<file path="src/verilog/adcfmt_format.sv">
// package of shared constants and the read-format translator
`timescale 1ns/10ps
package adcfmt_pkg;
  localparam int RES_W = 12;
  localparam int BUS_W = 16;
  localparam int PAD_W = BUS_W - RES_W;
  localparam int SEL_W = 4;
  localparam int FMT_W = 2;
  localparam logic [FMT_W-1:0] FMT_UINT = 2'h0;
  localparam logic [FMT_W-1:0] FMT_SINT = 2'h1;
  localparam logic [FMT_W-1:0] FMT_UFRAC = 2'h2;
  localparam logic [FMT_W-1:0] FMT_SFRAC = 2'h3;
  localparam logic [PAD_W-1:0] PAD_ZERO = 4'h0;
  localparam logic [PAD_W-1:0] PAD_ONES = 4'hf;
  localparam logic [RES_W-1:0] RES_ZERO = 12'h000;
  localparam logic [RES_W-1:0] RES_FULL = 12'hfff;
  localparam logic [BUS_W-1:0] BUS_ZERO = 16'h0000;
  localparam int MSB = RES_W - 1;
  // sample and conversion lengths in converter clocks
  localparam int SAMPLE_CLKS = 1;
  localparam int CONV_CLKS = 14;
  localparam int CNT_W = 4;
  localparam logic [CNT_W-1:0] CNT_ZERO = 4'h0;
  localparam logic [CNT_W-1:0] CNT_ONE = 4'h1;
  typedef enum logic [1:0] {
    ST_OFF = 2'h0,
    ST_SAMPLE = 2'h1,
    ST_CONVERT = 2'h3
  } adcfmt_state_t;
endpackage : adcfmt_pkg

module adcfmt_format (
  input wire logic [adcfmt_pkg::FMT_W-1:0] output_format_sel,
  input wire logic [adcfmt_pkg::RES_W-1:0] raw,
  output logic [adcfmt_pkg::BUS_W-1:0] bus_word
);
  import adcfmt_pkg::*;
  logic [RES_W-1:0] offset_val;

  always_comb begin
    offset_val = {~raw[MSB], raw[MSB-1:0]};
    case (output_format_sel)
      FMT_UINT: bus_word = {PAD_ZERO, raw};
      FMT_SINT: bus_word = {(offset_val[MSB] ? PAD_ONES : PAD_ZERO), offset_val};
      FMT_UFRAC: bus_word = {raw, PAD_ZERO};
      FMT_SFRAC: bus_word = {offset_val, PAD_ZERO};
      default: bus_word = BUS_ZERO;
    endcase
  end
endmodule : adcfmt_format

</file>
<file path="src/verilog/adcfmt_top.sv">
// converter sequencing, result buffer, read formats and port read
// ============================================================
`timescale 1ns/10ps
module adcfmt_top #(
  parameter int NUM_PINS = 16,
  parameter int BUF_DEPTH = 16,
  parameter int BUF_AW = 4
) (
  input wire logic SYS_CLK,
  input wire logic RST_N,
  input wire logic CONV_ON,
  input wire logic CONV_START,
  input wire logic CPU_IDLE,
  input wire logic STOP_IN_IDLE,
  input wire logic [adcfmt_pkg::SEL_W-1:0] CHAN0_POS_SELECT_A,
  input wire logic [NUM_PINS-1:0] ANALOG_PIN_CONFIG,
  input wire logic [NUM_PINS-1:0] PIN_DIRECTION,
  input wire logic [NUM_PINS-1:0] PIN_OUT_LEVEL,
  input wire logic [NUM_PINS-1:0] PIN_IN_LEVEL,
  input wire logic [adcfmt_pkg::RES_W-1:0] ANALOG_SAMPLE,
  input wire logic [adcfmt_pkg::FMT_W-1:0] OUTPUT_FORMAT_SEL,
  input wire logic BUF_WR_EN,
  input wire logic [BUF_AW-1:0] BUF_WR_ADDR,
  input wire logic [adcfmt_pkg::BUS_W-1:0] BUF_WR_DATA,
  input wire logic [BUF_AW-1:0] BUF_RD_ADDR,
  output logic [adcfmt_pkg::BUS_W-1:0] BUF_RD_DATA,
  output logic [NUM_PINS-1:0] PORT_READ,
  output logic CONV_BUSY,
  output logic CONV_DONE,
  output logic [BUF_AW-1:0] RESULT_PTR
);
  import adcfmt_pkg::*;

  // ============================================================
  // converter sequencer
  adcfmt_state_t state_q, state_d;
  logic [CNT_W-1:0] cnt_q, cnt_d;
  logic [RES_W-1:0] hold_q, hold_d;
  logic [BUF_AW-1:0] ptr_q, ptr_d;
  logic done_q, done_d;
  logic busy_q, busy_d;
  logic halt;
  logic [RES_W-1:0] pin_value;
  logic result_wr;

  assign halt = ~CONV_ON | (CPU_IDLE & STOP_IN_IDLE);

  always_comb begin
    // acquisition path, no dependence on gating
    pin_value = ANALOG_SAMPLE;
    if (!ANALOG_PIN_CONFIG[CHAN0_POS_SELECT_A]) begin
      // digital input gives no analog level
      pin_value = RES_ZERO;
    end else if (!PIN_DIRECTION[CHAN0_POS_SELECT_A]) begin
      pin_value = PIN_OUT_LEVEL[CHAN0_POS_SELECT_A] ? RES_FULL : RES_ZERO;
    end
  end

  always_comb begin
    state_d = state_q;
    cnt_d = cnt_q;
    hold_d = hold_q;
    ptr_d = ptr_q;
    done_d = 1'b0;
    result_wr = 1'b0;
    case (state_q)
      ST_OFF: begin
        if (!halt && CONV_START) begin
          state_d = ST_SAMPLE;
          cnt_d = CNT_W'(SAMPLE_CLKS);
        end
      end
      ST_SAMPLE: begin
        if (halt) begin
          state_d = ST_OFF;
        end else if (cnt_q == CNT_ONE) begin
          state_d = ST_CONVERT;
          cnt_d = CNT_W'(CONV_CLKS);
          hold_d = pin_value;
        end else begin
          cnt_d = cnt_q - CNT_ONE;
        end
      end
      ST_CONVERT: begin
        if (halt) begin
          // aborted conversion never reaches the buffer
          state_d = ST_OFF;
        end else if (cnt_q == CNT_ONE) begin
          state_d = ST_OFF;
          result_wr = 1'b1;
          done_d = 1'b1;
          ptr_d = ptr_q + {{(BUF_AW-1){1'b0}}, 1'b1};
        end else begin
          cnt_d = cnt_q - CNT_ONE;
        end
      end
      default: begin
        state_d = ST_OFF;
      end
    endcase
    busy_d = (state_d != ST_OFF);
  end

  always_ff @(posedge SYS_CLK or negedge RST_N) begin
    if (!RST_N) begin
      state_q <= ST_OFF;
      cnt_q <= CNT_ZERO;
      hold_q <= RES_ZERO;
      ptr_q <= {BUF_AW{1'b0}};
      done_q <= 1'b0;
      busy_q <= 1'b0;
    end else begin
      state_q <= state_d;
      cnt_q <= cnt_d;
      hold_q <= hold_d;
      ptr_q <= ptr_d;
      done_q <= done_d;
      busy_q <= busy_d;
    end
  end

  // ============================================================
  // result buffer
  // twelve-bit entries
  logic [RES_W-1:0] buf_q [BUF_DEPTH];
  logic [RES_W-1:0] buf_d [BUF_DEPTH];

  genvar gi;
  generate
    for (gi = 0; gi < BUF_DEPTH; gi++) begin : g_entry
      always_comb begin
        buf_d[gi] = buf_q[gi];
        if (BUF_WR_EN && (BUF_WR_ADDR == BUF_AW'(gi))) begin
          buf_d[gi] = BUF_WR_DATA[RES_W-1:0];
        end else if (result_wr && (ptr_q == BUF_AW'(gi))) begin
          buf_d[gi] = hold_q;
        end
      end

      always_ff @(posedge SYS_CLK) begin
        buf_q[gi] <= buf_d[gi];
      end
    end
  endgenerate

  // ============================================================
  // read path and port read
  logic [BUS_W-1:0] fmt_word;
  logic [BUS_W-1:0] rd_q, rd_d;
  logic [NUM_PINS-1:0] port_q, port_d;

  adcfmt_format u_format (
    .output_format_sel(OUTPUT_FORMAT_SEL),
    .raw(buf_q[BUF_RD_ADDR]),
    .bus_word(fmt_word)
  );

  always_comb begin
    rd_d = fmt_word;
    port_d = PIN_IN_LEVEL & ~ANALOG_PIN_CONFIG;
  end

  always_ff @(posedge SYS_CLK or negedge RST_N) begin
    if (!RST_N) begin
      rd_q <= BUS_ZERO;
      port_q <= {NUM_PINS{1'b0}};
    end else begin
      rd_q <= rd_d;
      port_q <= port_d;
    end
  end

  assign BUF_RD_DATA = rd_q;
  assign PORT_READ = port_q;
  assign CONV_BUSY = busy_q;
  assign CONV_DONE = done_q;
  assign RESULT_PTR = ptr_q;
endmodule : adcfmt_top
</file>
<file path="config.mk">
export PLATFORM = sky130hd
export DESIGN_NAME = adcfmt_top
export DESIGN_NICKNAME = d
export VERILOG_FILES = /design/src/verilog/adcfmt_format.sv /design/src/verilog/adcfmt_top.sv
export SDC_FILE = /design/constraint.sdc
export NUM_CORES = 1
export LEC_CHECK = 0
export BUFFER_PORTS_ARGS = -buffer_cell sky130_fd_sc_hd__clkbuf_2
export CORE_MARGIN = 4
export CORE_UTILIZATION = 40
export CTS_CLUSTER_DIAMETER = 60
export DETAILED_ROUTE_END_ITERATION = 10
export SLEW_MARGIN = 25
export SYNTH_ARGS = -nofsm -noshare
export SYNTH_HDL_FRONTEND = slang
export SYNTH_SLANG_ARGS = --single-unit
</file>
<file path="constraint.sdc">
create_clock -name SYS_CLK -period 4.25 [get_ports SYS_CLK]
set_clock_uncertainty 0.05 [all_clocks]
set_input_delay 0.85 -clock SYS_CLK [delete_from_list [all_inputs] [get_ports SYS_CLK]]
set_output_delay 0.85 -clock SYS_CLK [all_outputs]
set_load 0.02 [all_outputs]
</file>
* Word-level counts from Yosys, hierarchy flattened
Memory sizes are Yosys's and may differ from the RTL's.
Index checks and enable logic that the tools add are counted.
Widths: inputs -> output; s select.
** Storage, ports and cells
- Memories :: 1
- Input port bits :: 113
- Output and inout bits :: 38
- Word-level logic and storage cells :: 176
- Register bits after elaboration :: 56
- RAM bits :: 192
** Memory list
- buf_q :: words 16, width 12, rd ports 1, clocked after memory_dff 0, write ports 16, line adcfmt_top.sv:125 : logic [RES_W-1:0] buf_q [BUF_DEPTH];
** Cells by class
- Bitwise operators :: 7
- $lt $le $gt $ge :: 1
- Multiplexer cells :: 58
- Reduce and logical (&&, ||, !) cells :: 43
- Equality and inequality tests :: 56
- Add/subtract/negate cells :: 2
** Operator list (number)
- $mux 12 :: 35
- $eq 4x4->1 const B :: 16
- $pmux 16 s4 :: 1
- $ne 2x2->1 const B :: 20
- $logic_and 1x1->1 :: 33
- $eq 4x3->1 const B :: 8
- $mux 4 :: 6
- $and 16x16->16 :: 1
- $eq 4x2->1 const B :: 4
- $not 16->16 :: 1
- $bmux 1 s4 :: 3
- $eq 4x1->1 const B :: 3
- $pmux 4 s3 :: 1
- $mux 2 :: 5
- $logic_not 4->1 :: 2
- $eq 2x2->1 const B :: 3
- $mux 1 :: 6
- $pmux 2 s3 :: 1
- $reduce_and 3->1 :: 2
- $lt 4x5->1 const B :: 1
- $reduce_and 5->1 :: 1
- $add 4x1->4 const B :: 1
- $eq 2x1->1 const B :: 2
- $logic_not 2->1 :: 2
- 7 further kinds :: 9

* Depth between registers and ports, before layout
Gate-level depths: netlist of the first run.
- Word-level depth :: 7
- Gate-level depth with buffers :: 8

* By module
Synthesis of the first run repeated with hierarchy kept, for this count alone.
** Unflattened totals
- Cells, all modules :: 749
- Area, all modules :: 12399.4 sq um
** By module, submodules not included
- adcfmt_top :: instances 1, seq. area each 7166.9 sq um, cells each 726, area an instance 12197.9 sq um
- adcfmt_format :: instances 1, seq. area each 0.0 sq um, cells each 23, area an instance 201.4 sq um

* Least setup slack after synthesis of the first run
No wires, ideal clock.
- Kind :: input to register
- Start point :: input port CONV_ON
- End point :: memory buf_q[1][0], enable pin
- Stages on the path :: 5
- Setup slack :: 1151 ps
- Data required time :: 3802 ps
- Arrival time :: 2651 ps
- Cells stage by stage :: a21boi_1 -> nand2_1 -> nor2_1 -> nand2_1 -> o21ai_0
** RTL lines
- from (decl) :: line adcfmt_top.sv:11 : input wire logic CONV_ON,
- to (decl) :: line adcfmt_top.sv:125

* Worst setup path in the final report of the first run
- Start point :: input port BUF_RD_ADDR[0]
- End point :: register rd_q[8], in the netlist BUF_RD_DATA[8]
** Between the ends
- Cells in the longest elaborated chain, start to end :: 2
** RTL lines
- from (decl) :: line adcfmt_top.sv:25 : input wire logic [BUF_AW-1:0] BUF_RD_ADDR,
- $mem_v2 16x12
- $pmux 16 s4 :: line adcfmt_format.sv:42 : case (output_format_sel)
- net fmt_word[8] :: line adcfmt_top.sv:148 : logic [BUS_W-1:0] fmt_word;
- to (signal assigned) :: line adcfmt_top.sv:168 : rd_q <= rd_d;
- to (decl) :: line adcfmt_top.sv:149 : logic [BUS_W-1:0] rd_q, rd_d;
The timed path passes the listed nets, and every way through them passes these cells.
A chain may end at the register's enable or synchronous reset.

==> Flow_metrics.wiki, run 1 <==
{| class="wikitable"
! Metric !! Value
|-
| Routed via count || 7176
|-
| Endpoint class of the critical path || register
|-
| Last weighted congestion value of the routability-driven placer || between 0.8 and 0.9
|-
| CP required || ~4600 ps
|-
| First-pass GRT wire length || ~46000 um
|-
| Worst setup slack before clock tree synthesis || between 900 and 1000 ps
|-
| CP max stage cell || sky130_fd_sc_hd__mux4_2
|-
| Avg Synthesized Cell Area || approximately 17 um^2
|-
| Critical path cell sequence || buf_4, buf_4, mux4_2, mux4_2, mux2_2
|-
| Proportion of layout cells with a drive suffix above 1 || a little over half
|-
| Largest net degree at the start of global routing || 35
|-
| Post-synth ARST share || 22.6%
|-
| Net count after synthesis || 868
|-
| Slack of the critical path || roughly 1500 ps
|-
| Highest fanout seen on the critical path || 22
|-
| Number of hold violations in the final report || 0
|-
| Starting DRC count in detailed routing || between 400 and 500
|-
| Type of the worst min-delay path || in -> async
|-
| Critical path type || in -> reg
|-
| Yosys reg bits || roughly 250
|-
| Power density relative to cell area || 482 nW/um^2
|-
| Top flip-flop cell by instance count after synthesis || sky130_fd_sc_hd__edfxtp_1
|-
| Gr ovfl total || 0
|-
| Number of warnings issued by yosys || 0
|-
| WL per Instance || roughly 23 um
|-
| Port-buffer cells || between 100 and 150
|-
| Clock buffer count from CTS || 27
|-
| CP delay by family, top || multiplexers
|-
| Layout Cell Area excl Fill || around 15000 um^2
|-
| Final setup violating endpoints || 0
|-
| Number of pins with negative max-slew slack in the final report || 0
|-
| Post-detailed-route DRC marker count || 0
|-
| Antenna violations before repair || 0
|-
| Area share of the largest cell type after synthesis || between 40% and 50%
|-
| Via count of the first global-routing pass || roughly 7500
|-
| Post-detailed-placement half-perimeter wirelength || approximately 22000 um
|-
| CTS H-Tree Depth || 1
|-
| Latest clock arrival within the worst-skew pair || 530 ps
|-
| Starting density of the core || 40.5%
|-
| Overall routed net length || 30200 um
|-
| Synthesized instance count || around 750
|-
| Number of standard-cell rows in the floorplan || between 60 and 70
|-
| Top cells by area, synth || sky130_fd_sc_hd__edfxtp_1, sky130_fd_sc_hd__mux2_2, sky130_fd_sc_hd__mux4_2, sky130_fd_sc_hd__dfrtp_1, sky130_fd_sc_hd__clkbuf_1
|-
| Final-layout setup total negative slack || 0 ps
|-
| Overall track demand over capacity in global routing || 17.7%
|-
| Final clock period utilization by the worst path || between 60% and 70%
|-
| Leakage component of the power || about 5.6 nW
|-
| Result of the run || completed
|-
| Number of enable flip-flop cells after synthesis || 192
|-
| Minimum clock period after layout || 2720 ps
|-
| Die width || 184 um
|-
| Distinct cell type count of the synthesized netlist || 48
|-
| Sinks on the clock net || ~250
|-
| Via density || 5.49
|-
| Number of buffers added to fix hold violations after cts || 0
|-
| Tightest Pin Transition || just over 800 ps
|-
| Fmax || roughly 370 MHz
|-
| Core area || just over 30000 um^2
|-
| CTS Root Buffer Type || sky130_fd_sc_hd__clkbuf_16
|-
| Largest stage delay on the critical path || ~560 ps
|-
| Arr. time, crit path || about 3000 ps
|-
| Net count reported at finish || a little over 1000
|-
| Post-CTS setup buffers || 0
|-
| Cell accounting for the most synthesized area || sky130_fd_sc_hd__edfxtp_1
|-
| Number of iterations in the first detailed-routing pass || 4
|-
| Count of maximum capacitance violations || 0
|-
| Maximum clock path buffer count || 3
|-
| Number of cells upsized or downsized after cts || 0
|-
| Mapped cell area || between 10000 and 15000 um^2
|-
| VDD IR-drop max || roughly 290 uV
|-
| Die area || about 34000 um^2
|-
| RSZ-0062 raised after global routing || false
|-
| Layout overhead on the synthesized area || 17.2%
|-
| Count of pins on the block boundary || 151
|-
| Sequential element share of the synthesized area || just under 60%
|-
| Die height || around 180 um
|-
| Antenna-violating nets left || 0
|-
| Critical Path Start Type || input pin
|-
| Worst Path Buf+Inv || 2
|-
| CTS tree || done
|-
| Number of antenna cells inserted || 0
|-
| Post-Place Cell Area || around 14000 um^2
|-
| Clk slew on worst S/H paths || roughly 60 ps
|-
| Worst-case headroom to the max-slew limit || a little under half
|}
final timing paths:
kind / start / end / slack (ps) / cells past startpoint
hold reg to reg: cnt_q[3] / cnt_q[3] / 520 / 1
hold / removal: RST_N / PORT_READ[7] / 240 / 1
min in group SYS_CLK: ANALOG_PIN_CONFIG[7] / PORT_READ[7] / 440 / 2
setup / recovery: BUF_RD_ADDR[0] / BUF_RD_DATA[8] / 1530 / 5
max in group asynchronous: RST_N / RESULT_PTR[0] / 3020 / 2
setup reg to reg: cnt_q[1] / hold_q[1] / 1530 / 8
synth_stat cells (all sizes together) (2+ instances only):
| cell | n |
|---|---|
| or3 | 3 |
| a21oi | 3 |
| o21ai | 11 |
| nand3b | 2 |
| nor2 | 17 |
| nand3 | 4 |
| clkbuf | 44 |
| buf | 21 |
| mux2i | 5 |
| a221o | 12 |
| mux4 | 68 |
| o2bb2ai | 3 |
| and3 | 2 |
| nand4 | 2 |
| a21o | 3 |
| ha | 6 |
| o22ai | 10 |
| xnor2 | 4 |
| nand2b | 7 |
| dfrtp | 56 |
| edfxtp | 192 |
| nor2b | 22 |
| nor3b | 4 |
| a31oi | 2 |
| nand2 | 17 |
| mux2 | 205 |
| inv | 11 |
registers in the layout (all words and copies together) (netlist names):
name and cells:
buf_q 192, BUF_RD_DATA 16, PORT_READ 16, hold_q 12
RESULT_PTR 4, cnt_q 4, state_q 2, CONV_BUSY 1
CONV_DONE 1
placed cells by master, fill, tap and decap left out, drive strengths merged, types with 2 or more instances in the layout:
master / instances
mux2i: 5
dfrtp: 56
o2bb2ai: 3
a221o: 12
or3: 3
and3: 2
a21o: 3
nand3: 4
clkbuf: 188
inv: 11
clkinv: 6
nand2: 17
mux2: 205
nor3b: 4
a31oi: 2
nand2b: 7
xnor2: 4
nor2: 17
o21ai: 11
ha: 6
buf: 33
nor2b: 22
mux4: 68
o22ai: 10
nand4: 2
nand3b: 2
a21oi: 3
edfxtp: 192
routing by layer:
layer  up-vias  wire, um  part of all wire, %  track usage [%]
li1       3245         -                    -                -
met1      3700     13500                   45             24.5
met2       194     14500                   48             29.6
met3        37      1730                  5.7             2.69
met4         0       553                  1.8             4.11
met5         -         0                    0                0
logic make-up after synthesis:
group                      count (synthesis)  synth area share [%]
muxes                                    278                  31.5
adders and majority gates                  6                 0.606
and+or+nand+nor                           85                  3.81
buffers and inverters                     76                  2.81
AOI/OAI and AO/OA                         52                  3.19
DFF                                      248                  57.8
xor gates and xnor gates                   4                 0.283
where the power goes:
group          switching, mW  internal (mW)
registers              0.290           2.96
clock network          0.955           1.51
logic                  0.502          0.786
area by class of cell:
cell class              count  area (um^2)
fillers                  2670        16100
flip-flops and latches    248         7170
multi-input cells         425         4880
repair buffers            178          973
clock buffers              43          933
well taps                 396          495
inverters                  11         41.3
clock inverters             6         37.5
stage by stage:
stage	util (%)	power (mW)	cells	hold WS [ps]
finish	47.5	7.00	1307	241
global route	47.5	7.32	1307	272
CTS	47.5	7.07	1307	247
detailed placement	44.3	4.58	1258	513
global placement	44.3	4.54	1258	513
floorplan	-	4.21	749	484
worst register-to-register path, cell delays in order, from the launching register on:
cell and delay (ps):
sky130_fd_sc_hd__dfrtp_1 380, sky130_fd_sc_hd__inv_1 90, sky130_fd_sc_hd__ha_1 140, sky130_fd_sc_hd__nor3b_4 280, sky130_fd_sc_hd__nand3_1 120, sky130_fd_sc_hd__buf_4 220, sky130_fd_sc_hd__or4_4 580, sky130_fd_sc_hd__a21oi_2 540
sky130_fd_sc_hd__a221o_1 250
Power figures use the tool's default switching activity.
==> run 2, diff against run 1 <==
- clock period: 4.25 -> 2.44 ns (I/O delays scaled with it)
==> run 2 against run 1 <==
Net effect:
- setup slack worse by 1400 ps
- core utilization is 1.6 points higher
- count of clock-buffer cells in the layout is 2 higher
- final cell count is 2.1% higher
- sequential share of layout area is 1.6 points lower
- critical path type is now reg -> reg
- critical endpoint is now hold_q[7]
- largest cell class unchanged
==> Flow_metrics.wiki, run 2 (synthesis results as in run 1) <==
{| class="wikitable"
! Metric !! Value
|-
| Port-buffer cells || approximately 150
|-
| Largest register FFs || 192
|-
| Clk slew on worst S/H paths || approximately 60 ps
|-
| Power density relative to cell area || 818 nW/um^2
|-
| Tightest Pin Transition || 741 ps
|-
| Count of pins on the block boundary || about 150
|-
| Overall power of the completed layout || approximately 12 mW
|-
| Layout overhead on the synthesized area || 21.1%
|-
| Latest clock arrival within the worst-skew pair || approximately 530 ps
|-
| Worst-case headroom to the max-slew limit || between 50 and 60%
|-
| Core area || around 31000 um^2
|-
| Overall routed net length || ~30000 um
|-
| Number of hold violations in the final report || 0
|-
| Net count reported at finish || 1035
|-
| Fill cell count || 2593
|-
| RSZ-0062 raised after global routing || true
|-
| Type of the worst min-delay path || in -> async
|-
| Maximum clock path buffer count || 3
|-
| WL per Instance || between 20 and 25 um
|-
| Routed via count || roughly 7100
|-
| VDD IR-drop max || just under 500 uV
|-
| Arr. time, crit path || approximately 2700 ps
|-
| Number of antenna cells inserted || 0
|-
| Leakage component of the power || 5.81 nW
|-
| Die height || about 180 um
|-
| Number of iterations in the first detailed-routing pass || 4
|-
| Sinks on the clock net || 248
|-
| Most common cell after layout, fill and taps aside || sky130_fd_sc_hd__mux2_2
|-
| CTS tree || done
|-
| Proportion of layout cells with a drive suffix above 1 || between 50% and 60%
|-
| Endpoint class of the critical path || register
|-
| Antenna-violating nets left || 0
|-
| CTS Root Buffer Type || sky130_fd_sc_hd__clkbuf_16
|-
| CP required || between 2000 and 3000 ps
|-
| CTS H-Tree Depth || 1
|-
| Starting DRC count in detailed routing || 446
|-
| Die area || between 30000 and 40000 um^2
|-
| Minimum clock period after layout || ~2300 ps
|-
| Overall track demand over capacity in global routing || 17.2%
|-
| Multi-input gate area in the final layout || a little under 5000 um^2
|-
| Via density || about 5.4
|-
| Register with the most flip-flops || buf_q
|-
| Largest net degree at the start of global routing || between 50 and 60
|-
| Final clock period utilization by the worst path || between 90% and 100%
|-
| Gr ovfl total || 0
|-
| Via count of the first global-routing pass || about 7400
|-
| Antenna violations before repair || 0
|-
| Starting density of the core || between 40% and 50%
|-
| Post-detailed-placement half-perimeter wirelength || between 20000 and 25000 um
|-
| Post-detailed-route DRC marker count || 0
|-
| Die width || ~180 um
|-
| Highest fanout seen on the critical path || 12
|-
| Last weighted congestion value of the routability-driven placer || around 0.8
|-
| Critical Path Start Type || register
|-
| Final setup violating endpoints || 0
|-
| Utilization of the core after routing || 49.1%
|-
| Flop2flop setup slack || ~140 ps
|-
| Fmax || 435 MHz
|-
| Sequential cell area || approximately 7200 um^2
|-
| Commonest cells after routing, fill and taps aside || sky130_fd_sc_hd__mux2_2, sky130_fd_sc_hd__edfxtp_1, sky130_fd_sc_hd__clkbuf_2, sky130_fd_sc_hd__mux4_2, sky130_fd_sc_hd__dfrtp_1
|-
| Result of the run || completed
|-
| Critical path type || reg -> reg
|-
| Clock buffer count from CTS || 28
|-
| Number of standard-cell rows in the floorplan || between 60 and 70
|-
| Number of pins with negative max-slew slack in the final report || 0
|-
| Count of maximum capacitance violations || 0
|-
| First-pass GRT wire length || between 40000 and 50000 um
|}
-- run 2: worst paths after layout --
check                                     startpoint        endpoint  cells after the start
min in group SYS_CLK            ANALOG_PIN_CONFIG[1]    PORT_READ[1]                      2
worst min-delay path                           RST_N  BUF_RD_DATA[8]                      2
worst max-delay path                        cnt_q[1]       hold_q[7]                      7
worst max register to register              cnt_q[1]       hold_q[7]                      7
max in group asynchronous                      RST_N   RESULT_PTR[1]                      2
worst min register to register              cnt_q[3]        cnt_q[3]                      1
-- run 2: repair_timing --
| item | 4_1_cts | 5_1_grt |
|---|---|---|
| hold buffers | 0 | 0 |
| pin swaps | 0 | 1 |
| setup buffers | 0 | 1 |
| endpoints found under the setup margin | 12 | 192 |
| resized for setup | 1 | 5 |
-- run 2: power breakdown --
| part | internal (mW) | switching, mW | leakage (nW) |
|---|---|---|---|
| registers | 5.15 | 0.484 | 2.48 |
| clock network | 2.62 | 1.69 | 0.486 |
| logic | 1.43 | 0.899 | 2.84 |
| total | 9.20 | 3.07 | 5.81 |
-- run 2: metal layers --
layer / track usage [%] / share of wire (%)
met5: 0 / 0
met4: 3.52 / 1.6
met3: 2.89 / 6.1
met2: 29.4 / 49
met1: 23.2 / 43
-- run 2: layout make-up --
class	count	share of cell area [%]
multi-input combinational	425	33.0
clock inverter	7	0.300
timing repair buffer	202	9.20
clock buffer	45	6.20
sequential	248	47.7
tap	396	3.30
inverter	11	0.275
-- run 2: critical path, cell delays in order, from the launching register on --
cell	delay, ps
sky130_fd_sc_hd__dfrtp_1	380
sky130_fd_sc_hd__inv_1	100
sky130_fd_sc_hd__ha_1	150
sky130_fd_sc_hd__nor3b_4	190
sky130_fd_sc_hd__nand3_1	170
sky130_fd_sc_hd__or4_4	600
sky130_fd_sc_hd__a21oi_4	380
sky130_fd_sc_hd__a221o_1	220
-- run 2: stage by stage --
stage | std cells | setup WS [ps] | setup TNS (ps) | instance area, um^2 | hold WS (ps)
6_report | 1334 | 140 | 0 | 15000 | 56.3
5_1_grt | 1334 | -75.9 | -5130 | 15000 | 47.4
4_1_cts | 1333 | 53.4 | 0 | 15000 | 44.7
3_5_place_dp | 1281 | -132 | -1710 | 14000 | 516
3_3_place_gp | 1281 | -89.7 | -1300 | 14000 | 510
2_1_floorplan | 749 | -150 | -6750 | 12500 | 142
==> run 3, diff against run 2 <==
- PLACE_DENSITY: unset -> 0.69
==> run 3 against run 2 <==
Net effect:
- sequential power about the same
- critical path depth rose by 2
- core utilization decreased by 0.27 points
- largest cell class unchanged
- setup slack improved by 8.6 ps
- register-to-register slack barely moved
- final cell count down 0.45%
- non-clock buffer count fell by 2
==> Flow_metrics.wiki, run 3 (synthesis results as in run 1) <==
{| class="wikitable"
! Metric !! Value
|-
| Count of maximum capacitance violations || 0
|-
| Gr ovfl total || 0
|-
| Net count reported at finish || around 1000
|-
| Critical Path Start Type || register
|-
| Utilization of the core after routing || between 40% and 50%
|-
| Number of pins with negative max-slew slack in the final report || 0
|-
| Proportion of layout cells with a drive suffix above 1 || a little under three fifths
|-
| CTS tree || done
|-
| Endpoint class of the critical path || register
|-
| Via count of the first global-routing pass || approximately 7700
|-
| Antenna-violating nets left || 0
|-
| Worst Path Buf+Inv || 3
|-
| Post-detailed-placement half-perimeter wirelength || between 20000 and 25000 um
|-
| Layout overhead on the synthesized area || 20.4%
|-
| Final-layout setup total negative slack || 0 ps
|-
| Die height || approximately 180 um
|-
| Core area || a little over 30000 um^2
|-
| Arr. time, crit path || about 2400 ps
|-
| Sequential cell area || roughly 7200 um^2
|-
| Register with the most flip-flops || buf_q
|-
| Final setup violating endpoints || 0
|-
| Minimum clock period after layout || ~2300 ps
|-
| CTS H-Tree Depth || 1
|-
| Leakage component of the power || slightly below 6 nW
|-
| RSZ-0062 raised after global routing || true
|-
| Die area || 33900 um^2
|-
| Last weighted congestion value of the routability-driven placer || about 0.8
|-
| Overall routed net length || approximately 28000 um
|-
| Overall track demand over capacity in global routing || ~17%
|-
| CP max stage cell || sky130_fd_sc_hd__dfrtp_1
|-
| Multi-input gate area in the final layout || just under 5000 um^2
|-
| Sinks on the clock net || 248
|-
| Post-Place Cell Area || ~14000 um^2
|-
| Critical path type || reg -> reg
|-
| CTS Root Buffer Type || sky130_fd_sc_hd__clkbuf_16
|-
| Largest register FFs || 192
|-
| Starting density of the core || between 40 and 50%
|-
| Layout Cell Area excl Fill || between 10000 and 15000 um^2
|-
| Clk slew on worst S/H paths || 60 ps
|-
| Final clock period utilization by the worst path || 93.9%
|-
| Fill cell count || ~2600
|-
| Number of antenna cells inserted || 0
|-
| Highest fanout seen on the critical path || 12
|-
| Via density || around 5.4
|-
| Tightest Pin Transition || around 760 ps
|-
| Type of the worst min-delay path || in -> reg
|-
| Maximum clock path buffer count || 3
|-
| Largest stage delay on the critical path || between 300 and 400 ps
|-
| Latest clock arrival within the worst-skew pair || approximately 520 ps
|-
| Die width || ~180 um
|-
| Post-detailed-route DRC marker count || 0
|-
| CP delay by family, top || simple AND/OR/NAND/NOR gates
|-
| Fmax || about 440 MHz
|-
| Antenna violations before repair || 0
|-
| Count of pins on the block boundary || between 150 and 200
|-
| Starting DRC count in detailed routing || 468
|-
| Worst-case headroom to the max-slew limit || about half
|-
| Clock buffer count from CTS || 26
|-
| Power density relative to cell area || a little over 800 nW/um^2
|-
| Number of hold violations in the final report || 0
|-
| WL per Instance || about 21 um
|-
| VDD IR-drop max || 547 uV
|-
| Number of standard-cell rows in the floorplan || 64
|-
| Number of iterations in the first detailed-routing pass || 5
|-
| Port-buffer cells || around 150
|-
| Routed via count || roughly 7000
|-
| Largest net degree at the start of global routing || 36
|-
| Most common cell after layout, fill and taps aside || sky130_fd_sc_hd__mux2_2
|-
| CP required || ~2600 ps
|-
| Commonest cells after routing, fill and taps aside || sky130_fd_sc_hd__mux2_2, sky130_fd_sc_hd__edfxtp_1, sky130_fd_sc_hd__clkbuf_2, sky130_fd_sc_hd__mux4_2, sky130_fd_sc_hd__dfrtp_1
|-
| Critical path cell sequence || inv_1, ha_1, nor3b_4, buf_4, nand2_1, nor2_2, nand2_1, o22ai_1, buf_4
|-
| First-pass GRT wire length || 44700 um
|-
| Result of the run || completed
|}
==> run 3: cell types whose count changed in the layout (fill, tap and decap cells not counted), sizes merged <==
cell and change:
buf -3, bufinv +2, clkbuf -12, clkinv +7
dlygate4sd3 +1, inv -1
==> run 3: routing by layer <==
metal  track usage [%]  share of wire [%]
met4              3.31                1.6
met1              22.3                 43
met5                 0                  0
met3              3.09                6.1
met2              28.8                 50
==> run 3: timing repair <==
item | CTS | global route
gates resized for setup | 0 | 2
setup endpoints to repair | 0 | 204
buffers inserted | 0 | 1
hold buffers | 1 | 0
hold endpoints to repair | 21 | 0
==> run 3: final cells by class <==
class | count | area share (%)
multi-input combinational | 425 | 33.2
clock inverter | 15 | 0.822
sequential | 248 | 48.0
inverter | 11 | 0.277
tap | 396 | 3.32
timing repair buffer | 200 | 9.24
clock buffer | 33 | 5.17
==> run 3: per-stage QoR <==
stage	worst slack, ps	power [mW]	hold slack, ps	instances
2_1_floorplan	-150	7.34	142	749
3_3_place_gp	-47.4	7.91	504	1278
3_5_place_dp	-79.8	8.03	535	1278
4_1_cts	12.1	12.1	63.6	1327
5_1_grt	-7.89	12.6	73.1	1328
6_report	149	12.0	88.6	1328
==> run 3: path summary, 6_finish.rpt <==
path | startpoint | end | slack (ps) | cells past startpoint
min in group asynchronous | RST_N | BUF_RD_DATA[10] | 520 | 2
worst max register to register | cnt_q[1] | buf_q[11][5] | 150 | 9
worst min register to register | state_q[1] | state_q[1] | 550 | 2
worst min-delay path | ANALOG_PIN_CONFIG[12] | PORT_READ[12] | 90 | 2
worst max-delay path | cnt_q[1] | buf_q[11][5] | 150 | 9
max in group asynchronous | RST_N | PORT_READ[3] | 1110 | 3
==> run 3: power breakdown <==
part	switching (mW)	internal, mW
Combinational	0.897	1.43
Clock	1.62	2.45
Sequential	0.467	5.15
Total	2.98	9.02
